## config.mk

```make
export PLATFORM = sky130hd
export DESIGN_NAME = tsd_touch_decide
export DESIGN_NICKNAME = d
export VERILOG_FILES = /design/src/tsd_touch_decide.v
export VERILOG_INCLUDE_DIRS = /design/src /design/src/shared
export SDC_FILE = /design/constraint.sdc
export NUM_CORES = 2
export LEC_CHECK = 0
export BUFFER_PORTS_ARGS = -buffer_cell sky130_fd_sc_hd__buf_2
export CAP_MARGIN = 20
export CORE_ASPECT_RATIO = 1.75
export CORE_MARGIN = 2
export CORE_UTILIZATION = 50
export CTS_CLUSTER_DIAMETER = 200
export DETAILED_ROUTE_END_ITERATION = 12
export HOLD_SLACK_MARGIN = 0.15
export PLACE_DENSITY = 0.66
export SETUP_SLACK_MARGIN = 0.5
export SLEW_MARGIN = 5
export SYNTH_ARGS = -nofsm -noshare
export SYNTH_HDL_FRONTEND = slang
export SYNTH_SLANG_ARGS = --single-unit
```

## constraint.sdc

```tcl
create_clock -name mclk -period 19.9 [get_ports mclk]
set_input_delay 3.98 -clock mclk [delete_from_list [all_inputs] [get_ports mclk]]
set_output_delay 3.98 -clock mclk [all_outputs]
set_load 0.01 [all_outputs]
```

## src/shared/tsd_defs.vh

```
// Register map, field positions, reset values and scaling for the touch decision logic
`ifndef TSD_DEFS_VH
`define TSD_DEFS_VH
`define TSD_ADDR_TOUCH_STAT  8'h01
`define TSD_ADDR_PROX_STAT   8'h02
`define TSD_ADDR_THRESH0     8'h28
`define TSD_ADDR_THRESH_CMB  8'h30
`define TSD_ADDR_OP          8'h31
`define TSD_ADDR_MODE        8'h32
`define TSD_ADDR_DEBOUNCE    8'h33
`define TSD_ADDR_NEG_THRESH  8'h34
`define TSD_OP_AUTO_OFF      7
`define TSD_OP_PROX_BL0      6
`define TSD_OP_PROX_CMB      5
`define TSD_MODE_FILT_HI     7
`define TSD_MODE_FILT_LO     5
`define TSD_MODE_ALL_TOUCH   4
`define TSD_MODE_GAIN_HI     3
`define TSD_MODE_GAIN_LO     2
`define TSD_MODE_REP_HI      1
`define TSD_MODE_REP_LO      0
`define TSD_DB_NEAR_LO       6
`define TSD_DB_FAR_LO        4
`define TSD_DB_PRESS_LO      2
`define TSD_DB_REL_LO        0
`define TSD_RST_OP           8'h14
`define TSD_RST_MODE         8'h00
`define TSD_RST_DEBOUNCE     8'h00
`define TSD_RST_NEG_THRESH   8'h00
`define TSD_RST_THRESH       8'h10
`define TSD_THRESH_SHIFT     4
`define TSD_NEG_SHIFT        7
`define TSD_REP_SINGLE       2'h0
`define TSD_REP_STRONG       2'h1
`define TSD_REP_DOUBLE       2'h2
`define TSD_REP_DOUBLE_LED   2'h3
`define TSD_CMB_CHAN         4'h8
`endif

```

## src/tsd_touch_decide.v

```verilog
// Touch and proximity decision logic: filter, gain, debounce, drift and report
//
// Summary of operation
// - Operation bit 7 low enables automatic drift compensation, high disables it.
// - Operation bit 6 makes button line zero a proximity sensor instead of a button.
// - Operation bit 5 enables the combined channels as a proximity sensor.
// - Mode bits 7:5 pick filtering off or coefficient 1-1/2 to 1-1/128.
// - Mode bit 4 high reports every touch in touch status, else report mode.
// - Mode bits 3:2 apply gain 1, 2, 4 or 8, shrinking range alike.
// - Gained delta beyond range saturates to the limit, never wraps.
// - Report mode 00 reports only the first detected touch.
// - Report mode 01 reports only the strongest detected touch.
// - Report mode 10 reports first touch per LED engine.
// - Report mode 11 reports first two per engine; second switches without fade.
// - With proximity enabled engine 1 serves proximity; modes use engine 2 only.
// - Near debounce bits 7:6 need 1, 2, 4 or 8 true samples.
// - Far debounce bits 5:4 need 1, 2, 4 or 8 false samples.
// - Press debounce bits 3:2 need 1, 2, 4 or 8 true samples.
// - Release debounce bits 1:0 need 1, 2, 4 or 8 false samples.
// - Negative compensation fires when delta falls to or below minus register value times 128.
// - Detection threshold per line is its eight-bit value times 16.
// - Negative compensation needs 1, 2, 4 or 8 samples below threshold.
`timescale 1ns/1ns
`include "tsd_defs.vh"
module tsd_touch_decide #(
  parameter DATA_W    = 16,
  parameter DELTA_LIM = 16'h7fff
) (
  // Clock and reset
  input  wire              mclk,
  input  wire              rst_b,
  // Register port
  input  wire [7:0]        reg_addr,
  input  wire [7:0]        reg_wdata,
  input  wire              reg_wr,
  input  wire              reg_rd,
  output reg  [7:0]        reg_rdata,
  output reg               reg_rvalid,
  // Raw samples, channel 8 is the combined channel
  input  wire              smp_valid,
  input  wire [3:0]        smp_chan,
  input  wire [DATA_W-1:0] smp_raw,
  // Static configuration from neighbouring logic
  input  wire [7:0]        led_engine_two,
  input  wire [1:0]        neg_debounce_sel,
  // Results
  output reg  [7:0]        touch_status,
  output reg  [7:0]        prox_status,
  output reg  [7:0]        led_on,
  output reg  [7:0]        led_no_fade,
  output reg               prox_led_on,
  output reg               drift_comp,
  output reg  [3:0]        drift_chan
);

  reg [7:0]        op_q;
  reg [7:0]        mode_q;
  reg [7:0]        deb_q;
  reg [7:0]        neg_thr_q;
  reg [7:0]        thr_q     [0:8];
  reg [DATA_W-1:0] useful_q  [0:8];
  reg [DATA_W-1:0] avg_q     [0:8];
  reg [3:0]        cnt_q     [0:8];
  reg [3:0]        ncnt_q    [0:8];
  reg [15:0]       strength_q [0:7];
  reg [8:0]        init_q;
  reg [8:0]        det_q;
  reg [7:0]        rep_q;
  reg [7:0]        fast_q;
  integer          i;
  integer          j;

  wire       auto_on  = ~op_q[`TSD_OP_AUTO_OFF];
  wire       prox0    = op_q[`TSD_OP_PROX_BL0];
  wire       prox_cmb = op_q[`TSD_OP_PROX_CMB];
  wire       prox_any = prox0 | prox_cmb;
  wire [2:0] filt_k   = mode_q[`TSD_MODE_FILT_HI:`TSD_MODE_FILT_LO];
  wire [1:0] gain_k   = mode_q[`TSD_MODE_GAIN_HI:`TSD_MODE_GAIN_LO];
  wire [1:0] rep_mode = mode_q[`TSD_MODE_REP_HI:`TSD_MODE_REP_LO];
  wire       ch_ok    = (smp_chan < 4'h9);
  wire [3:0] ch       = ch_ok ? smp_chan : 4'h0;
  // Combined channel and a proximity line 0 take the near/far timing
  wire       is_prox  = (ch == `TSD_CMB_CHAN) | ((ch == 4'h0) & prox0);

  // Sample datapath
  reg  signed [DATA_W+1:0] diff;
  reg  signed [DATA_W+1:0] step;
  reg  [DATA_W-1:0]        useful_n;
  reg  signed [DATA_W+1:0] delta;
  reg  signed [DATA_W+4:0] gained;
  reg  signed [DATA_W+4:0] sat;
  reg                      det_n;
  reg                      below;
  reg  [1:0]               db_code;
  reg  [3:0]               need;
  reg  [3:0]               nneed;

  always @* begin
    diff = $signed({2'b00, smp_raw}) - $signed({2'b00, useful_q[ch]});
    // Shift kept apart so it stays signed and a falling input pulls down
    step = diff >>> filt_k;
    if (!init_q[ch] || filt_k == 3'h0) begin
      useful_n = smp_raw;
    end else begin
      useful_n = useful_q[ch] + step[DATA_W-1:0];
    end
    delta  = $signed({2'b00, useful_n}) - $signed({2'b00, avg_q[ch]});
    gained = $signed({{3{delta[DATA_W+1]}}, delta}) <<< gain_k;
    if (gained > $signed({5'h00, DELTA_LIM})) begin
      sat = $signed({5'h00, DELTA_LIM});
    end else if (gained < -$signed({5'h00, DELTA_LIM})) begin
      sat = -$signed({5'h00, DELTA_LIM});
    end else begin
      sat = gained;
    end
    det_n = init_q[ch] &&
            (sat >= $signed({9'h000, thr_q[ch], {`TSD_THRESH_SHIFT{1'b0}}}));
    below = init_q[ch] &&
            (delta <= -$signed({3'h0, neg_thr_q, {`TSD_NEG_SHIFT{1'b0}}}));
    if (is_prox) begin
      db_code = det_q[ch] ? deb_q[`TSD_DB_FAR_LO+1:`TSD_DB_FAR_LO]
                          : deb_q[`TSD_DB_NEAR_LO+1:`TSD_DB_NEAR_LO];
    end else begin
      db_code = det_q[ch] ? deb_q[`TSD_DB_REL_LO+1:`TSD_DB_REL_LO]
                          : deb_q[`TSD_DB_PRESS_LO+1:`TSD_DB_PRESS_LO];
    end
    need  = 4'h1 << db_code;
    nneed = 4'h1 << neg_debounce_sel;
  end

  // Eligible buttons; a proximity line 0 is never a button
  wire [7:0] buttons = det_q[7:0] & ~{7'h00, prox0};
  // Engine 1 belongs to proximity while it is enabled
  wire [7:0] elig    = prox_any ? (buttons & led_engine_two) : buttons;

  function [7:0] lowest;
    input [7:0] x;
    begin
      lowest = x & (~x + 8'h01);
    end
  endfunction

  function [1:0] popcap;
    input [7:0] x;
    begin
      popcap = (x == 8'h00) ? 2'h0 : (((x & (x - 8'h01)) == 8'h00) ? 2'h1 : 2'h2);
    end
  endfunction

  // Report selection
  reg [7:0] rep_n;
  reg [7:0] fast_n;
  reg [7:0] grp;
  reg [7:0] keep;
  reg [7:0] pick;
  reg [15:0] best;
  reg [1:0]  g;

  always @* begin
    rep_n  = 8'h00;
    fast_n = 8'h00;
    grp    = 8'h00;
    keep   = 8'h00;
    pick   = 8'h00;
    best   = 16'h0000;
    g      = 2'h0;
    case (rep_mode)
      `TSD_REP_SINGLE: begin
        keep  = rep_q & elig;
        // A pair left from another mode collapses to one
        rep_n = (keep != 8'h00) ? lowest(keep) : lowest(elig);
      end
      `TSD_REP_STRONG: begin
        for (j = 0; j < 8; j = j + 1) begin
          if (elig[j] && (pick == 8'h00 || strength_q[j] > best)) begin
            pick = 8'h01 << j;
            best = strength_q[j];
          end
        end
        rep_n = pick;
      end
      `TSD_REP_DOUBLE, `TSD_REP_DOUBLE_LED: begin
        for (g = 2'h0; g < 2'h2; g = g + 2'h1) begin
          grp  = elig & (g[0] ? led_engine_two : ~led_engine_two);
          keep = rep_q & grp;
          if (rep_mode == `TSD_REP_DOUBLE) begin
            if (keep == 8'h00) begin
              keep = lowest(grp);
            end
            keep = lowest(keep);
          end else begin
            if (popcap(keep) == 2'h2) begin
              keep = lowest(keep) | lowest(keep & ~lowest(keep));
            end
            if (popcap(keep) == 2'h0) begin
              keep = lowest(grp);
            end
            if (popcap(keep) == 2'h1) begin
              keep = keep | lowest(grp & ~keep);
            end
            // Of the pair, the lowest-numbered line already held fades; the other goes without fading
            pick = (rep_q & keep) != 8'h00 ? lowest(rep_q & keep) : lowest(keep);
            if (popcap(keep) == 2'h2) begin
              fast_n = fast_n | (keep & ~pick);
            end
          end
          rep_n = rep_n | keep;
        end
      end
      default: rep_n = 8'h00;
    endcase
  end

  // Registers and sample state
  always @(posedge mclk or negedge rst_b) begin
    if (!rst_b) begin
      op_q       <= `TSD_RST_OP;
      mode_q     <= `TSD_RST_MODE;
      deb_q      <= `TSD_RST_DEBOUNCE;
      neg_thr_q  <= `TSD_RST_NEG_THRESH;
      init_q     <= 9'h000;
      det_q      <= 9'h000;
      rep_q      <= 8'h00;
      fast_q     <= 8'h00;
      reg_rdata  <= 8'h00;
      reg_rvalid <= 1'b0;
      drift_comp <= 1'b0;
      drift_chan <= 4'h0;
      for (i = 0; i < 9; i = i + 1) begin
        thr_q[i]    <= `TSD_RST_THRESH;
        useful_q[i] <= {DATA_W{1'b0}};
        avg_q[i]    <= {DATA_W{1'b0}};
        cnt_q[i]    <= 4'h0;
        ncnt_q[i]   <= 4'h0;
      end
      for (i = 0; i < 8; i = i + 1) begin
        strength_q[i] <= 16'h0000;
      end
    end else begin
      reg_rvalid <= reg_rd;
      drift_comp <= 1'b0;
      rep_q      <= rep_n;
      fast_q     <= fast_n;
      if (reg_wr) begin
        case (reg_addr)
          `TSD_ADDR_OP:         op_q      <= reg_wdata;   // Low bits kept as written
          `TSD_ADDR_MODE:       mode_q    <= reg_wdata;
          `TSD_ADDR_DEBOUNCE:   deb_q     <= reg_wdata;
          `TSD_ADDR_NEG_THRESH: neg_thr_q <= reg_wdata;
          default: begin
            if (reg_addr >= `TSD_ADDR_THRESH0 && reg_addr <= `TSD_ADDR_THRESH_CMB) begin
              thr_q[reg_addr[3:0] - 4'h8] <= reg_wdata;
            end
          end
        endcase
      end
      if (reg_rd) begin
        case (reg_addr)
          `TSD_ADDR_TOUCH_STAT: reg_rdata <= touch_status;
          `TSD_ADDR_PROX_STAT:  reg_rdata <= prox_status;
          `TSD_ADDR_OP:         reg_rdata <= op_q;
          `TSD_ADDR_MODE:       reg_rdata <= mode_q;
          `TSD_ADDR_DEBOUNCE:   reg_rdata <= deb_q;
          `TSD_ADDR_NEG_THRESH: reg_rdata <= neg_thr_q;
          default: begin
            if (reg_addr >= `TSD_ADDR_THRESH0 && reg_addr <= `TSD_ADDR_THRESH_CMB) begin
              reg_rdata <= thr_q[reg_addr[3:0] - 4'h8];
            end else begin
              reg_rdata <= 8'h00;
            end
          end
        endcase
      end
      if (smp_valid && ch_ok) begin
        init_q[ch]   <= 1'b1;
        useful_q[ch] <= useful_n;
        // First sample seeds the baseline so nothing reports at start-up
        if (!init_q[ch]) begin
          avg_q[ch] <= smp_raw;
        end
        if (ch != `TSD_CMB_CHAN) begin
          // Negative deltas count as no strength, not as huge ones
          strength_q[ch[2:0]] <= sat[DATA_W+4] ? 16'h0000 : sat[15:0];
        end
        if (det_n == det_q[ch]) begin
          cnt_q[ch] <= 4'h0;
        end else if (cnt_q[ch] + 4'h1 >= need) begin
          det_q[ch] <= det_n;
          cnt_q[ch] <= 4'h0;
        end else begin
          cnt_q[ch] <= cnt_q[ch] + 4'h1;
        end
        if (!below || !auto_on) begin
          ncnt_q[ch] <= 4'h0;
        end else if (ncnt_q[ch] + 4'h1 >= nneed) begin
          avg_q[ch]  <= useful_n;
          ncnt_q[ch] <= 4'h0;
          drift_comp <= 1'b1;
          drift_chan <= ch;
        end else begin
          ncnt_q[ch] <= ncnt_q[ch] + 4'h1;
        end
      end
    end
  end

  // Outputs, all registered
  always @(posedge mclk or negedge rst_b) begin
    if (!rst_b) begin
      touch_status <= 8'h00;
      prox_status  <= 8'h00;
      led_on       <= 8'h00;
      led_no_fade  <= 8'h00;
      prox_led_on  <= 1'b0;
    end else begin
      touch_status <= mode_q[`TSD_MODE_ALL_TOUCH] ? buttons : rep_n;
      prox_status  <= {6'h00, prox_cmb & det_q[8], prox0 & det_q[0]};
      led_on       <= rep_n;
      led_no_fade  <= fast_n;
      prox_led_on  <= (prox_cmb & det_q[8]) | (prox0 & det_q[0]);
    end
  end

endmodule

```

Word-level counts from Yosys, hierarchy flattened:

Index checks and enable logic that the tools add are counted.

* reductions and logical operators: 67
* bitwise gates (word level): 85
* add/sub/neg operators: 31
* muxes and demuxes: 146
* shift operators: 4
* $lt $le $gt $ge: 24
* eq/ne operators: 18

Operator list (number)
* $mux 144: 4
* $mux 8: 59
* $bwmux 144: 3
* $mux 16: 22
* $and 8x8->8: 39
* $logic_not 8->1: 23
* $not 8->8: 23
* $mux 36: 4
* $add 8x1->8 const B: 16
* $bmux 16 s4: 2
* $bwmux 128: 1
* $gt 16x16->1: 7
* $and 36x36->36: 2
* $bwmux 36: 2
* $bwmux 72: 1
* $bmux 8 s4: 2
* $demux 16 s4: 1
* $sub 8x1->8 const B: 8
* $demux 16 s3: 1
* $or 8x8->8: 6
* $pmux 8 s6: 1
* $mux 21: 2
* $mux 2: 19
* $not 36->36: 1
* other kinds (57): 126

* output and inout bits: 47
* register bits after elaboration: 651
* logic and storage cells: 443
* bits of input ports: 51

Depth between registers and ports, before layout:

* depth after elaboration: 50
* mapped depth: 92
* gate-level depth less buffers: 79

Least setup slack after synthesis:

OpenSTA, ideal clock, no wires.

* path type: input to register
* from: input led_engine_two[0]
* to: register touch_status[0]
* stages on the path: 84
* arrival: 19.545 ns
* library setup time: 0.125 ns
* setup slack: 0.230 ns
* path buffers: 12
* data required time: 19.775 ns
* path through: nand2b_1 and2_1 clkbuf_1 clkbuf_1 nand2_1 ha_1 a21o_1 a21o_1 a221o_1 a221oi_1 nand2b_1 o211ai_1 o21a_1 clkbuf_1 a22o_1 inv_1 ha_1 nand3_1 [48 not listed] o21bai_1 nand2_1 clkbuf_1 o21ai_0 ha_1 a21o_1 a21o_1 a21oi_1 o21ai_0 nor4b_1 nor2_1 a21oi_1 o31a_1 and3_1 clkbuf_1 and4b_1 or3_1 mux2_2

* word-level cells in the longest chain between the ends: 40
* elaborated cells on any way between the ends: 188
* classes of those cells: 18 x add/sub; 7 x order compare; 4 x eq/ne; 73 x mux; 50 x bitwise; 36 x reduce/logical

Ends and longest elaborated chain
* from (decl): line tsd_touch_decide.v:44 `input wire [7:0] led_engine_two,`
* $and 8x8->8: line tsd_touch_decide.v:134 `wire [7:0] elig = prox_any ? (buttons & led_engine_two) : buttons;`
* $mux 8: line tsd_touch_decide.v:134
* $mux 16 / $mux 1 (equally long branches): line tsd_touch_decide.v:175 `if (elig[j] && (pick == 8'h00 || strength_q[j] > best)) begin`
* $mux 16 / $mux 8 (equally long branches): line tsd_touch_decide.v:167 `case (rep_mode)`
* $gt 16x16->1 / $logic_not 8->1 (equally long branches): line tsd_touch_decide.v:175
* $logic_or 1x1->1: line tsd_touch_decide.v:175
* $logic_and 1x1->1: line tsd_touch_decide.v:175
* $mux 16 / $mux 8 (equally long branches): line tsd_touch_decide.v:175
* [25 not listed]
* $mux 16 / $mux 8 (equally long branches): line tsd_touch_decide.v:167
* $gt 16x16->1 / $logic_not 8->1 (equally long branches): line tsd_touch_decide.v:175
* $logic_or 1x1->1: line tsd_touch_decide.v:175
* $logic_and 1x1->1: line tsd_touch_decide.v:175
* $mux 8: line tsd_touch_decide.v:175
* $pmux 8 s3 *: line tsd_touch_decide.v:167
* named net rep_n[0]: line tsd_touch_decide.v:151 `reg [7:0] rep_n;`
* $mux 8 *: line tsd_touch_decide.v:316 `` touch_status <= mode_q[`TSD_MODE_ALL_TOUCH] ? buttons : rep_n; ``
* to (signal assigned): line tsd_touch_decide.v:316
* to (decl): line tsd_touch_decide.v:47 `output reg [7:0] touch_status,`

The timed path passes the listed nets; every way through them passes the cells marked *. The select of a mux whose other input is x is not followed.
A chain may end at the register's enable or synchronous reset.

Final worst setup path:

* from: input led_engine_two[0]
* to: register touch_status[4]

Same word-level chain as after synthesis.

==> impl_metrics.yaml <==
outcome:
  status: "finished clean"
critical_path:
  crit_start: "led_engine_two[0]"
  reg2regPathDepth: 83
  regToRegStartpoint: "det_q[0]"
  reg2reg_to: "touch_status[4]"
  endpoint: "touch_status[4]"
  critPathLaunchType: "input pin"
  cp.required_ns: 20.49
  cp-end-kind: "flop"
  worstPathMaxFanout: 20
  slowest_delay_ns: 0.34
  r2r_setup_slack_ns: 3.88
  cpMostUsedCell: "a21oi_1"
  critPathKind: "in2reg"
  critical_path_arrival_ns: 18.98
  slowest_stage: "a31oi_4"
synthesis:
  synthArstFlopShare_pct: 100
  synthCells: 4349
  syn_avg_cell_area_um2: 9.01
  yosys-top-cells-area: "dfrtp_1, ha_1, nand2_1"
  synth_top_area_share_pct: 40.9
  synth_ff_type: "dfrtp_1"
  post-synth-top-area-cell: "dfrtp_1"
  synthTopCellsByCount: "dfrtp_1, nand2_1, o21ai_0, a21oi_1, nor2_1"
  netlist_area_um2: 39200
  synth_edf_count: 0
  ys_types: 103
  yosysMostFrequentCell: "dfrtp_1"
  synth_seq_area_share_pct: 41.6
  synthesis.yosys.warnings: 0
  synth_seq_cells: 651
sta:
  finalWorstSetupSlack_ns: 1.51
  rsz0062_at_grt: "no"
  setup-tns-final_ns: 0
  setup_violations: 0
  tightestPinTransition_ns: 1.18
  post-route-min-period_ns: 18.39
  hold_viol_final: 0
  holdWs_ns: 0.466
  skew_ns: 0.0294
  fmax_mhz: 54.4
  finalCritPeriodShare_pct: 92.4
  slew_viol_final: 0
  slew_headroom_pct: 20.2
place:
  place_area_um2: 40800
  placedCellCount: 5280
  routabilityCongestion: 0.988
  pre_cts_slack_ns: -0.241
  hpwl_um: 96300
  placement.io_buffers: 91
worst_hold_path:
  hold_path_class: "reg2reg"
global_routing:
  track_usage_pct: 34.4
  grt_overflow: 0
  grt_antenna_before_repair: 2
  grt_max_degree: 174
  grt_pass1_wl_um: 213000
  grt_pass1_vias: 35600
power:
  peakVddDrop_mv: 0.102
  power.total_mw: 6.43
  p_leak_nw: 19.4
  p_per_area_nw_per_um2: 149
route:
  vias: 35500
  ant_nets: 0
  detail_route.iter0.violations: 3159
  first_pass_iters: 6
  wl_per_cell_um: 25.8
  drc: 0
  vias_per_cell: 6.56
  wl_um: 139000
cells_and_area:
  final_cells: 5407
  finalInstanceArea_um2: 43200
  drive_gt1_share_pct: 13.9
  final_nets: 4571
  area_growth_syn_to_layout_pct: 10.3
  fin_util_pct: 55.7
floorplanning:
  chipHeight_um: 374
  pin_count: 98
  rows: 135
  coreArea_um2: 77500
  start_util_pct: 50.5
  dieWidth_um: 216
  die-area_um2: 80700
cts:
  ctsLongestPathBuffers: 3
  cts_root_buf: "clkbuf_16"
  tritoncts: "yes"
  clk_latency_ns: 0.66
  cts_made_buffers: 66
  htree_levels: 3
  clk_pin_slew_worst_paths_ns: 0.07
  cts_sinks: 651
flow_run:
  cap_violations: 0
[kinds of logic (layout without fill, tap and decap cells)]
kind of cell / after synthesis / in the layout / synth area share (%)
AOI/OAI and AO/OA: 1526 / 1526 / 24.8
adders and majority gates: 194 / 194 / 6.25
xor gates and xnor gates: 48 / 48 / 1.09
buffers and inverters: 446 / 470 / 4.42
muxes: 246 / 246 / 7.37
and+or+nand+nor: 1237 / 1237 / 14.4
other: 1 / 8 / 0.00957
DFF: 651 / 651 / 41.6
[timing repair]
| action | 4_1_cts | 5_1_grt |
|---|---|---|
| setup buffers | 0 | 5 |
| hold buffers | 0 | 0 |
| gates resized for setup | 1 | 12 |
| setup endpoints to repair | 6 | 16 |
| pin swaps | 0 | 4 |
[cell type report]
cell class | count | area [µm²]
fill | 7102 | 34300
multi-input combinational | 3257 | 21300
sequential | 651 | 16300
clock buffer | 94 | 1980
timing repair buffer | 223 | 1530
tap | 1027 | 1280
inverter | 128 | 480
clock inverter | 25 | 319
antenna | 2 | 5.00
[critical path, delay by kind of cell]
kind,cells,cell delay (ns)
buffers and inverters,12,1.98
adders and majority gates,7,1.95
AOI/OAI and AO/OA,42,7.65
muxes,3,0.66
and+or+nand+nor,20,2.73
[power by group]
| part | total [mW] | internal (mW) | switching [mW] |
|---|---|---|---|
| Sequential | 1.96 | 1.67 | 0.295 |
| Clock | 1.34 | 0.765 | 0.572 |
| Combinational | 3.13 | 1.22 | 1.91 |
[worst min path at each step]
stage	start	endpoint	slack [ns]	cells past startpoint
after global placement	init_q[5]	init_q[5]	0.45	1
final	init_q[7]	init_q[7]	0.47	1
after detailed placement	init_q[7]	init_q[7]	0.45	1
after floorplan	init_q[1]	init_q[1]	0.44	1
after CTS	init_q[7]	init_q[7]	0.47	1
after global routing	reg_rdata[0]	reg_rdata[0]	0.48	1
[state kept, by name, summed over array words and instances, names as in the netlist, 2 cells and up]
name and cells:
avg_q 144, cnt_q 36, deb_q 8, det_q 9
drift_chan 4, init_q 9, led_no_fade 8, led_on 8
mode_q 8, ncnt_q 36, neg_thr_q 8, op_q 8
prox_status 2, reg_rdata 8, strength_q 128, thr_q 72
touch_status 8, useful_q 144
[routing by layer]
layer	wire, µm	global-route usage, %
met5	13	0
met3	8760	4.79
met4	11000	25.0
met2	70100	59.9
met1	49600	38.4
[placed cells by master, fill, tap and decap left out, types with 46 or more instances in the layout]
master / count
o21a_1: 61
buf_2: 90
a221oi_1: 46
a22o_1: 67
inv_1: 113
clkbuf_16: 68
buf_4: 125
nand3_1: 62
mux2_2: 161
dfrtp_1: 640
mux2i_1: 66
a21oi_1: 332
a22oi_1: 110
o22ai_1: 196
o21ai_0: 412
ha_1: 190
nand2_1: 551
nor2_1: 299
Power figures use the tool's default switching activity.
